<file path="src/core/pfifo_pkg.sv">
// Shared constants and carriers for the parallel byte port.
// Assumes a single 250 MHz system clock and synchronous active-high reset.
package pfifo_pkg;

  // ------------------------------------------------------------------
  // Widths and depths
  // ------------------------------------------------------------------
  localparam int DATA_W = 8;
  localparam int FIFO_DEPTH = 16;

  // ------------------------------------------------------------------
  // Timing
  // ------------------------------------------------------------------
  localparam int CLK_PERIOD_PS = 4000;
  // Least time a flag stays inactive after a strobe cycle.
  localparam int FLAG_HOLD_NS = 100;
  localparam int FLAG_HOLD_CYC = (FLAG_HOLD_NS * 1000 + CLK_PERIOD_PS - 1) / CLK_PERIOD_PS;
  localparam int HOLD_W = 8;
  // Synchronous mode clock divider: half period in system cycles.
  localparam int SCLK_HALF_CYC = 3;
  localparam int SCLK_W = 4;

  // ------------------------------------------------------------------
  // Flag levels and reset values
  // ------------------------------------------------------------------
  localparam logic FLAG_BLOCK = 1'b1;
  localparam logic FLAG_GO = 1'b0;
  localparam logic [DATA_W-1:0] DATA_RST = 8'h00;

  // ------------------------------------------------------------------
  // Carriers
  // ------------------------------------------------------------------
  typedef struct packed {
    logic rd_n;
    logic wr_n;
    logic oe_n;
  } strobe_s;

  typedef struct packed {
    logic [DATA_W-1:0] data;
    logic valid;
  } byte_s;

  typedef enum logic [1:0] {
    ST_INIT,
    ST_RUN
  } port_state_e;

endpackage : pfifo_pkg

</file>
<file path="src/core/parallel_byte_fifo_port.sv">
// Parallel byte FIFO port: an external host moves bytes in and out of the
// device with active-low strobes and two active-low flow flags.
// Assumes strobes come from another domain; internal streams are on clk_sys.
`timescale 1ns/1ns
module parallel_byte_fifo_port
  import pfifo_pkg::*;
#(
  parameter int DEPTH = FIFO_DEPTH,
  parameter bit SMALL_PACKAGE = 1'b0
)
(
  input wire logic clk_sys,
  input wire logic rst,
  input wire logic sync_mode,
  input wire logic rd_strobe_n,
  input wire logic wr_strobe_n,
  input wire logic out_enable_n,
  input wire logic [DATA_W-1:0] bus_in,
  output logic [DATA_W-1:0] bus_out,
  output logic bus_oe_n,
  output logic rx_avail_n,
  output logic tx_space_n,
  output logic port_clk,
  input wire logic rx_valid,
  output logic rx_ready,
  input wire logic [DATA_W-1:0] rx_data,
  output logic tx_valid,
  input wire logic tx_ready,
  output logic [DATA_W-1:0] tx_data
);

  // ------------------------------------------------------------------
  // State
  // ------------------------------------------------------------------
  typedef struct packed {
    strobe_s s1;
    strobe_s s2;
    strobe_s prev;
    logic [DATA_W-1:0] d1;
    logic [DATA_W-1:0] d2;
    port_state_e st;
    logic sync_en;
    logic [DATA_W-1:0] bus_out;
    logic bus_oe_n;
    logic rx_avail_n;
    logic tx_space_n;
    logic [HOLD_W-1:0] rx_hold;
    logic [HOLD_W-1:0] tx_hold;
    logic [SCLK_W-1:0] sdiv;
    logic port_clk;
    logic cap_valid;
    logic [DATA_W-1:0] cap_data;
    byte_s head;
  } port_s;

  port_s q;
  port_s next_q;

  logic rxb_valid;
  logic rxb_ready;
  logic [DATA_W-1:0] rxb_data;
  logic txb_ready;
  logic [$clog2(DEPTH):0] rxb_level;
  logic [$clog2(DEPTH):0] txb_level;

  logic rd_fall;
  logic rd_rise;
  logic wr_fall;
  logic rd_low;
  logic oe_low;

  assign rd_fall = q.prev.rd_n && !q.s2.rd_n;
  assign rd_rise = !q.prev.rd_n && q.s2.rd_n;
  assign wr_fall = q.prev.wr_n && !q.s2.wr_n;
  assign rd_low = !q.s2.rd_n;
  assign oe_low = !q.s2.oe_n;

  // ------------------------------------------------------------------
  // Buffers
  // ------------------------------------------------------------------
  // Receive path: system stream into the buffer, head byte kept in q.head.
  pfifo_buf #(
    .WIDTH(DATA_W),
    .DEPTH(DEPTH)
  ) u_rx_buf (
    .clk_sys(clk_sys),
    .rst(rst),
    .in_valid(rx_valid),
    .in_ready(rx_ready),
    .in_data(rx_data),
    .out_valid(rxb_valid),
    .out_ready(rxb_ready),
    .out_data(rxb_data),
    .level(rxb_level)
  );

  // Transmit path: captured bus bytes out to the system stream.
  pfifo_buf #(
    .WIDTH(DATA_W),
    .DEPTH(DEPTH)
  ) u_tx_buf (
    .clk_sys(clk_sys),
    .rst(rst),
    .in_valid(q.cap_valid),
    .in_ready(txb_ready),
    .in_data(q.cap_data),
    .out_valid(tx_valid),
    .out_ready(tx_ready),
    .out_data(tx_data),
    .level(txb_level)
  );

  // The head register refills from the buffer whenever it is empty.
  assign rxb_ready = !q.head.valid;

  // ------------------------------------------------------------------
  // Next state
  // ------------------------------------------------------------------
  always_comb
  begin
    next_q = q;
    // Two flip-flops on every strobe and data pin before any logic reads it.
    next_q.s1 = '{rd_n: rd_strobe_n, wr_n: wr_strobe_n, oe_n: out_enable_n};
    next_q.s2 = q.s1;
    next_q.prev = q.s2;
    next_q.d1 = bus_in;
    next_q.d2 = q.d1;
    next_q.cap_valid = 1'b0;
    next_q.sync_en = sync_mode && !SMALL_PACKAGE;

    if (q.rx_hold != '0)
    begin
      next_q.rx_hold = q.rx_hold - 1'b1;
    end
    if (q.tx_hold != '0)
    begin
      next_q.tx_hold = q.tx_hold - 1'b1;
    end

    if (rxb_valid && rxb_ready)
    begin
      next_q.head = '{data: rxb_data, valid: 1'b1};
    end

    case (q.st)
      ST_INIT:
      begin
        next_q.rx_avail_n = FLAG_BLOCK;
        next_q.tx_space_n = FLAG_BLOCK;
        next_q.st = ST_RUN;
      end
      ST_RUN:
      begin
        if (rd_fall && q.head.valid)
        begin
          next_q.bus_out = q.head.data;
          next_q.head.valid = 1'b0;
        end
        if (rd_rise)
        begin
          next_q.rx_avail_n = FLAG_BLOCK;
          next_q.rx_hold = HOLD_W'(FLAG_HOLD_CYC);
        end
        else if (q.rx_avail_n && q.rx_hold == '0 && q.head.valid && !rd_low)
        begin
          next_q.rx_avail_n = FLAG_GO;
        end

        if (wr_fall && txb_ready)
        begin
          next_q.cap_valid = 1'b1;
          next_q.cap_data = q.d2;
        end
        if (wr_fall)
        begin
          next_q.tx_space_n = FLAG_BLOCK;
          next_q.tx_hold = HOLD_W'(FLAG_HOLD_CYC);
        end
        // lower only with room, counting the byte in flight
        else if (q.tx_space_n && q.tx_hold == '0 && q.s2.wr_n && !q.cap_valid)
        begin
          if (txb_ready)
          begin
            next_q.tx_space_n = FLAG_GO;
          end
        end
        else if (!txb_ready)
        begin
          next_q.tx_space_n = FLAG_BLOCK;
        end
      end
      default:
      begin
        next_q.st = ST_INIT;
      end
    endcase

    if (q.sync_en)
    begin
      next_q.bus_oe_n = !(rd_low && oe_low);
    end
    else
    begin
      next_q.bus_oe_n = !rd_low;
    end

    // clock out from divider in synchronous variant only
    if (q.sync_en)
    begin
      if (q.sdiv == SCLK_W'(SCLK_HALF_CYC - 1))
      begin
        next_q.sdiv = '0;
        next_q.port_clk = !q.port_clk;
      end
      else
      begin
        next_q.sdiv = q.sdiv + 1'b1;
      end
    end
    else
    begin
      next_q.sdiv = '0;
      next_q.port_clk = 1'b0;
    end
  end

  always_ff @(posedge clk_sys)
  begin
    if (rst)
    begin
      q <= '0;
      q.s1 <= '1;
      q.s2 <= '1;
      q.prev <= '1;
      q.st <= ST_INIT;
      q.bus_out <= DATA_RST;
      q.bus_oe_n <= 1'b1;
      q.rx_avail_n <= FLAG_BLOCK;
      q.tx_space_n <= FLAG_BLOCK;
    end
    else
    begin
      q <= next_q;
    end
  end

  // ------------------------------------------------------------------
  // Outputs
  // ------------------------------------------------------------------
  // single shared eight-bit bus
  assign bus_out = q.bus_out;
  assign bus_oe_n = q.bus_oe_n;
  assign rx_avail_n = q.rx_avail_n;
  assign tx_space_n = q.tx_space_n;
  assign port_clk = q.port_clk;

endmodule : parallel_byte_fifo_port

</file>
<file path="src/core/pfifo_buf.sv">
// Parameterised synchronous FIFO with valid/ready on both sides.
// Read data is the registered memory output; a look-ahead stage keeps
// the head word visible as soon as it is valid.
`timescale 1ns/1ns
module pfifo_buf
  import pfifo_pkg::*;
#(
  parameter int WIDTH = 8,
  parameter int DEPTH = 16
)
(
  input wire logic clk_sys,
  input wire logic rst,
  input wire logic in_valid,
  output logic in_ready,
  input wire logic [WIDTH-1:0] in_data,
  output logic out_valid,
  input wire logic out_ready,
  output logic [WIDTH-1:0] out_data,
  output logic [$clog2(DEPTH):0] level
);

  localparam int AW = $clog2(DEPTH);

  typedef struct packed {
    logic [AW:0] wptr;
    logic [AW:0] rptr;
    logic head_ok;
  } buf_s;

  buf_s q;
  buf_s next_q;
  logic push;
  logic pop;
  logic fetch;
  logic [AW:0] count;
  logic [AW:0] used;
  logic [AW:0] head_ptr;
  logic [AW-1:0] rd_addr;

  assign count = q.wptr - q.rptr;
  // The word on show keeps its memory slot, so it counts as used; otherwise a
  // write into a nearly full buffer would overwrite the head before it is popped.
  assign used = count + (AW+1)'(q.head_ok);
  assign in_ready = (used < (AW+1)'(DEPTH));
  assign push = in_valid && in_ready;
  assign out_valid = q.head_ok;
  assign pop = q.head_ok && out_ready;
  // The read port is addressed by rptr; a new head is valid one cycle later.
  assign fetch = (q.wptr != q.rptr) && (!q.head_ok || pop);
  // The head word sits one slot behind rptr; the read port re-reads it until it is popped.
  assign head_ptr = q.rptr - 1'b1;
  assign rd_addr = fetch ? q.rptr[AW-1:0] : head_ptr[AW-1:0];
  assign level = used;

  always_comb
  begin
    next_q = q;
    if (push)
    begin
      next_q.wptr = q.wptr + 1'b1;
    end
    if (pop)
    begin
      next_q.head_ok = 1'b0;
    end
    if (fetch)
    begin
      next_q.rptr = q.rptr + 1'b1;
      next_q.head_ok = 1'b1;
    end
  end

  always_ff @(posedge clk_sys)
  begin
    if (rst)
    begin
      q <= '0;
    end
    else
    begin
      q <= next_q;
    end
  end

  pfifo_mem #(
    .WIDTH(WIDTH),
    .DEPTH(DEPTH)
  ) u_mem (
    .clk_sys(clk_sys),
    .wr_en(push),
    .wr_addr(q.wptr[AW-1:0]),
    .wr_data(in_data),
    .rd_addr(rd_addr),
    .rd_data(out_data)
  );

endmodule : pfifo_buf

</file>
<file path="src/core/pfifo_mem.sv">
// Small register-array memory with registered read data.
// Assumes a single clock; writes and reads may share a cycle.
`timescale 1ns/1ns
module pfifo_mem
  import pfifo_pkg::*;
#(
  parameter int WIDTH = 8,
  parameter int DEPTH = 16,
  parameter int AW = $clog2(DEPTH)
)
(
  input wire logic clk_sys,
  input wire logic wr_en,
  input wire logic [AW-1:0] wr_addr,
  input wire logic [WIDTH-1:0] wr_data,
  input wire logic [AW-1:0] rd_addr,
  output logic [WIDTH-1:0] rd_data
);

  logic [WIDTH-1:0] mem [DEPTH];

  always_ff @(posedge clk_sys)
  begin
    if (wr_en)
    begin
      mem[wr_addr] <= wr_data;
    end
    rd_data <= mem[rd_addr];
  end

endmodule : pfifo_mem

</file>
<file path="config.mk">
export PLATFORM = sky130hd
export DESIGN_NAME = parallel_byte_fifo_port
export DESIGN_NICKNAME = d
export VERILOG_FILES = /design/src/core/pfifo_pkg.sv /design/src/core/parallel_byte_fifo_port.sv /design/src/core/pfifo_buf.sv /design/src/core/pfifo_mem.sv
export SDC_FILE = /design/constraint.sdc
export NUM_CORES = 1
export LEC_CHECK = 0
export ABC_AREA = 1
export BUFFER_PORTS_ARGS = -buffer_cell sky130_fd_sc_hd__buf_4
export CAP_MARGIN = 0
export CORE_MARGIN = 2
export CORE_UTILIZATION = 50
export DETAILED_ROUTE_END_ITERATION = 16
export PLACE_DENSITY = 0.66
export SKIP_LAST_GASP = 1
export SYNTH_ARGS = -nofsm -noshare
export SYNTH_HDL_FRONTEND = slang
export SYNTH_SLANG_ARGS = --single-unit
</file>
<file path="constraint.sdc">
create_clock -name clk_sys -period 3.5 [get_ports clk_sys]
set_input_delay 0.525 -clock clk_sys [delete_from_list [all_inputs] [get_ports clk_sys]]
set_output_delay 0.525 -clock clk_sys [all_outputs]
set_load 0.005 [all_outputs]
</file>
### Word level (Yosys, flattened, before mapping)

Memories as Yosys holds them, arrays and structs flattened. A register that Yosys moved wholly into a read port is not among the register bits.
Cells that the tools add are included.

| operators by class | value |
|---|---|
| $add $sub $neg | 13 |
| bitwise gates (word level) | 2 |
| multiplexer cells | 28 |
| magnitude comparators | 2 |
| eq/ne operators | 7 |
| reduce and logical (&&, ||, !) cells | 45 |

Operators with widths:

| kind | count |
|---|---|
| $mux W8 | 4 |
| $add A5 B1 Y5 const B | 4 |
| $logic_and A1 B1 Y1 | 18 |
| $mux W1 | 18 |
| $logic_not A8 Y1 | 2 |
| $mux W16 | 1 |
| $reduce_bool A8 Y1 | 2 |
| $sub A8 B1 Y8 const B | 2 |
| $add A5 B1 Y5 | 2 |
| $logic_not A1 Y1 | 10 |
| $lt A5 B5 Y1 const B | 2 |
| $ne A5 B5 Y1 | 2 |
| $sub A5 B5 Y5 | 2 |
| $mux W9 | 1 |
| $mux W4 | 2 |
| $ne A4 B4 Y1 const B | 2 |
| $pmux W2 S2 | 2 |
| $sub A4 B1 Y4 const B | 2 |
| $reduce_and A2 Y1 | 3 |
| $reduce_bool A2 Y1 | 3 |
| $add A4 B1 Y4 const B | 1 |
| $eq A4 B2 Y1 const B | 1 |
| $reduce_or A2 Y1 | 2 |
| $ne A3 B3 Y1 const B | 1 |
| other kinds (6) | 8 |

| word-level totals | value |
|---|---|
| output and inout port bits | 22 |
| memories | 2 |
| register bits | 99 |
| bits in writable memories | 256 |
| logic and storage cells | 129 |

Memory list:

| name | depth | bits a word | read ports | clocked after memory_dff | wr ports | RTL line | source |
|---|---|---|---|---|---|---|---|
| u_rx_buf.u_mem.mem | 16 | 8 | 1 | 1 | 1 | pfifo_mem.sv:20 | `logic [WIDTH-1:0] mem [DEPTH];` |
| u_tx_buf.u_mem.mem | 16 | 8 | 1 | 1 | 1 | pfifo_mem.sv:20 |  |

### Logic depth before layout (Yosys ltp)

| logic depth | value |
|---|---|
| depth after elaboration | 7 |
| mapped depth | 15 |

### Hierarchy

Synthesis repeated with hierarchy kept, for this count alone.

| second synthesis, totals | value |
|---|---|
| cell total of the unflattened synthesis | 1767 |
| area total of the unflattened synthesis | 16384.5 um^2 |

Modules (own cells, without submodules):

| module | seq. area each (um^2) | times used | cells each | area each (um^2) |
|---|---|---|---|---|
| pfifo_mem at u_rx_buf.u_mem | 4003.8 | 1 | 553 | 5774.3 |
| pfifo_mem at u_tx_buf.u_mem | 4003.8 | 1 | 551 | 5766.8 |
| parallel_byte_fifo_port | 1521.5 | 1 | 377 | 2934.1 |
| pfifo_buf | 220.2 | 2 | 143 | 954.7 |

### Worst setup path after synthesis

Ideal clock, no wire load.

| timing | value |
|---|---|
| kind | flip-flop to flip-flop |
| start point | reg u_tx_buf.q[2] (netlist name) |
| end point | mem u_tx_buf.u_mem.mem[7][0] (enable) |
| required time | 3.117 ns |
| setup slack | 0.575 ns |
| clock period less this slack | 2.925 ns |
| data arrival time | 2.542 ns |
| setup time | 0.383 ns |
| stages on the path, launching flop included | 11 |
| path through | dfxtp_1 > inv_1 > ha_1 > ha_1 > nor3b_1 > o211ai_1 > nand3_1 > nand2_1 > nand2_1 > buf_2 > nor3_1 |

| between the ends | value |
|---|---|
| word-level cells in the longest chain between the ends | 6 |

RTL lines:

| element | RTL line | source |
|---|---|---|
| start: declaration | pfifo_buf.sv:31 | `buf_s q;` |
| start signal: assignment | pfifo_buf.sv:82 | `q <= next_q;` |
| $sub A5 B5 Y5 | pfifo_buf.sv:41 | `assign count = q.wptr - q.rptr;` |
| $add A5 B1 Y5 | pfifo_buf.sv:44 | `assign used = count + (AW+1)'(q.head_ok);` |
| $lt A5 B5 Y1 | pfifo_buf.sv:45 | `assign in_ready = (used < (AW+1)'(DEPTH));` |
| $logic_and A1 B1 Y1 | pfifo_buf.sv:46 | `assign push = in_valid && in_ready;` |
| $mux W1 | pfifo_mem.sv:24 | `if (wr_en)` |
| $mux W1 (implied by the code) | pfifo_mem.sv:26 | `mem[wr_addr] <= wr_data;` |
| end: declaration | pfifo_mem.sv:20 |  |

Every way passes these cells.

### Worst setup path after layout

| timing | value |
|---|---|
| start point | reg u_rx_buf.q[2] (netlist name) |
| end point | mem u_rx_buf.u_mem.mem[12][0] (enable) |

| between the ends | value |
|---|---|
| word-level cells in the longest chain between the ends | 6 |

RTL lines:

| element | RTL line |
|---|---|
| start: declaration | pfifo_buf.sv:31 |
| start signal: assignment | pfifo_buf.sv:82 |
| $sub A5 B5 Y5 | pfifo_buf.sv:41 |
| $add A5 B1 Y5 | pfifo_buf.sv:44 |
| $lt A5 B5 Y1 | pfifo_buf.sv:45 |
| $logic_and A1 B1 Y1 | pfifo_buf.sv:46 |
| $mux W1 | pfifo_mem.sv:24 |
| $mux W1 (implied by the code) | pfifo_mem.sv:26 |
| end: declaration | pfifo_mem.sv:20 |

Every way passes these cells.

==> reports/metrics.cfg <==
[place]
placed_cell_area_mm2 = 0.0171
hpwlAfterDp_um = 22900
place_congestion = 0.877
portBuffers = 45

[yosys]
synth_fa_ha_area_share_pct = 2.46
syn_avg_cell_area_um2 = 9.63
synth.area.top_cells = edfxtp_1, dfxtp_1, nand3_1, inv_1, nand2_1
ys_async_sr_fraction_pct = 0
yosys.area.top_type_share_pct = 47.3
syn-num-nets = 1744
synth_ff_type = edfxtp_1
synth-compound-area-share_pct = 2.80
synthesis.area_mm2 = 0.0163
yosys.area_share.simple_pct = 21.3
synthCells = 1688
ys_ff_latch = 370
ys_seq_area_share_pct = 61.3
synthXorXnorAreaFrac_pct = 1.56
synth_area_leader_cell = edfxtp_1
ys_types = 35
yosys_warnings = 0
synth_edf_count = 256
synthMuxAreaShare_pct = 0
synth_top_family_by_area = simple AND/OR/NAND/NOR gates

[floorplanning]
fp.dieH_um = 184
coreArea_mm2 = 0.0323
ios = 46
die_w_um = 184
std_cell_rows = 66
start_util_pct = 50.3
die-area_mm2 = 0.0340

[detailed_routing]
drc_errors = 0
drt_wl_total_um = 35500
drtAntennaViolNets = 0
post_drt_wl_per_cell_um = 16.0
viasPerCell = 4.99
via_count = 11100
drt_iter0_drc = 850
dr.pass1.iters = 6

[sta]
slew_headroom_pct = 30.1
final-max-slew-violation-count = 0
fin_crit_ps = 3110
fin_crit_sh_pct = 89.0
worstMarginPinSlew_ps = 1050
fin_skew_ps = 18.8
hold_viol = 0
setup_viol = 0
rsz0062_at_grt = false
fmax_mhz = 321
setup-tns-final_ps = 0

[cells_and_area]
fin_area_mm2 = 0.0183
antenna_cells = 0
fin_nets = 1811
layout-drive-gt1-share_pct = 10.7
area_growth_pct = 12.8
fill_cells = 2811

[setup_path]
arrival_ps = 3280
cpMostUsedCell = nand2_1
slowest_delay_ps = 470
cp_cell_sequence = inv_1 -> ha_1 -> ha_1 -> nor3b_1 -> o211ai_1 -> nand3_1 -> nand2_1 -> nand2_1 -> inv_1 -> nand2_1 -> nor2_1
cp-start-kind = flop
cp_max_fo = 9
slowest_stage = nor2_1
worst-setup-path-type = flop to flop
endpoint_kind = flop
required_ps = 3670

[job]
drv_cap = 0

[global_routing]
track_usage_pct = 21.4
grt-ovfl-total = 0
antenna_found_initial = 0
grt_pass1_wl_um = 56300
grt_max_degree = 49
grt_pass1_vias = 10700

[clock_tree]
cts_root_buf = clkbuf_16
post_cts_resized = 0
clock_path_buffers = 3
cts_buffers = 38
hold_buffers = 0
clkLatencyLatePin_ps = 540
clkSinkCount = 370
cts_setup_buffers = 0
cts_tree = built
h-tree-depth = 2
path_clk_slew_ps = 60

[pwr]
p_per_area_mw_per_mm2 = 922
leakage_nw = 8.08
ir_worst_vdd_v = 0.000555

[worst_hold_path]
hold_class = input pin to flop

[run_status]
outcome = finished clean

-- sequential cells by signal (all words and copies together) (netlist names) --
register / flops
u_rx_buf.q: 10
u_rx_buf.u_mem.rd_data: 8
u_tx_buf.u_mem.mem: 128
bus_oe_n: 1
port_clk: 1
next_q: 14
u_tx_buf.out_valid: 1
u_tx_buf.q: 10
u_rx_buf.u_mem.mem: 128
tx_space_n: 1
bus_out: 8
u_tx_buf.u_mem.rd_data: 8
u_rx_buf.out_valid: 1
rx_avail_n: 1
q: 50
-- path summary, 6_finish.rpt --
check / startpoint / slack (ps) / cells past startpoint / to
min: rd_strobe_n / 190 / 2 / next_q[74]
max: u_rx_buf.q[2] / 390 / 11 / u_rx_buf.u_mem.mem[12][0]
max reg2reg: u_rx_buf.q[2] / 390 / 11 / u_rx_buf.u_mem.mem[12][0]
min reg2reg: next_q[59] / 400 / 2 / q[59]
-- cells by family (layout without fill, tap and decap cells) --
family / Yosys count / count (layout)
DFF: 370 / 370
AOI/OAI and AO/OA: 74 / 74
adders and majority gates: 32 / 32
buffers and inverters: 411 / 508
and+or+nand+nor: 775 / 775
xor gates and xnor gates: 26 / 26
-- cells in the final DEF, fill, tap and decap left out, types with 11 or more instances in the layout --
master     netlist  layout
dfxtp_1        114     114
o21ai_0         26      26
ha_1            32      32
xor2_1          14      14
nand3_1        336     336
nand2_1        284     284
edfxtp_1       256     256
inv_1          335     335
buf_4           17      96
clkbuf_1        13      11
a21oi_1         35      35
nor2_1         119     119
clkbuf_16        0      40
-- report_power, final --
| part | switching (mW) | internal [mW] | total (mW) |
|---|---|---|---|
| sequential | 0.220 | 5.06 | 5.28 |
| combinational | 5.25 | 2.46 | 7.71 |
| clock | 1.65 | 2.25 | 3.90 |
| total | 7.12 | 9.77 | 16.9 |
-- worst max-delay path, delay by kind of cell (launching register included) --
kind                     cells  cell delay (ps)
AO/OA/AOI/OAI                1              190
buffers and inverters        2              340
flip-flops                   1              420
AND/OR/NAND/NOR              6             1190
adder cells (fa/ha/maj)      2              630
-- metal layers --
layer | global-route usage (%) | up-vias | wire length, um
li1 | - | 5571 | -
met1 | 28.3 | 5200 | 15700
met2 | 36.5 | 271 | 17100
met3 | 2.71 | 68 | 1750
met4 | 7.10 | 0 | 893
met5 | 0 | - | 0
-- synth_stat cells (all sizes together), types with 4 or more instances --
master	number
a21oi	35
nand2	291
xor2	16
o211ai	4
dfxtp	114
clkbuf	13
inv	341
nor3	4
nand3	342
ha	32
o21ai	32
nand4	7
nor2	119
buf	57
xnor2	10
edfxtp	256
or2	7
-- final cells by class --
type	count	area, um^2	share of cell area [%]
Tap cell	442	553	3.02
Clock inverter	16	126	0.689
Sequential cell	370	9970	54.4
Inverter	341	1280	6.98
Multi-Input combinational cell	907	4580	25.0
Timing Repair Buffer	97	741	4.04
Clock buffer	54	1080	5.91
-- per-stage QoR --
step / instances / worst slack, ps / total power, mW / hold WS (ps) / utilization (%)
CTS: 2227 / 391 / 17.0 / 169 / 56.8
global route: 2227 / 146 / 18.0 / 174 / 56.8
detailed placement: 2157 / 406 / 13.1 / 394 / 53.0
finish: 2227 / 386 / 16.9 / 186 / 56.8
global placement: 2157 / 448 / 12.9 / 391 / 53.0
floorplan: 1688 / 575 / 11.0 / 388 / -
Note: power is estimated with default switching activity, not from simulation.
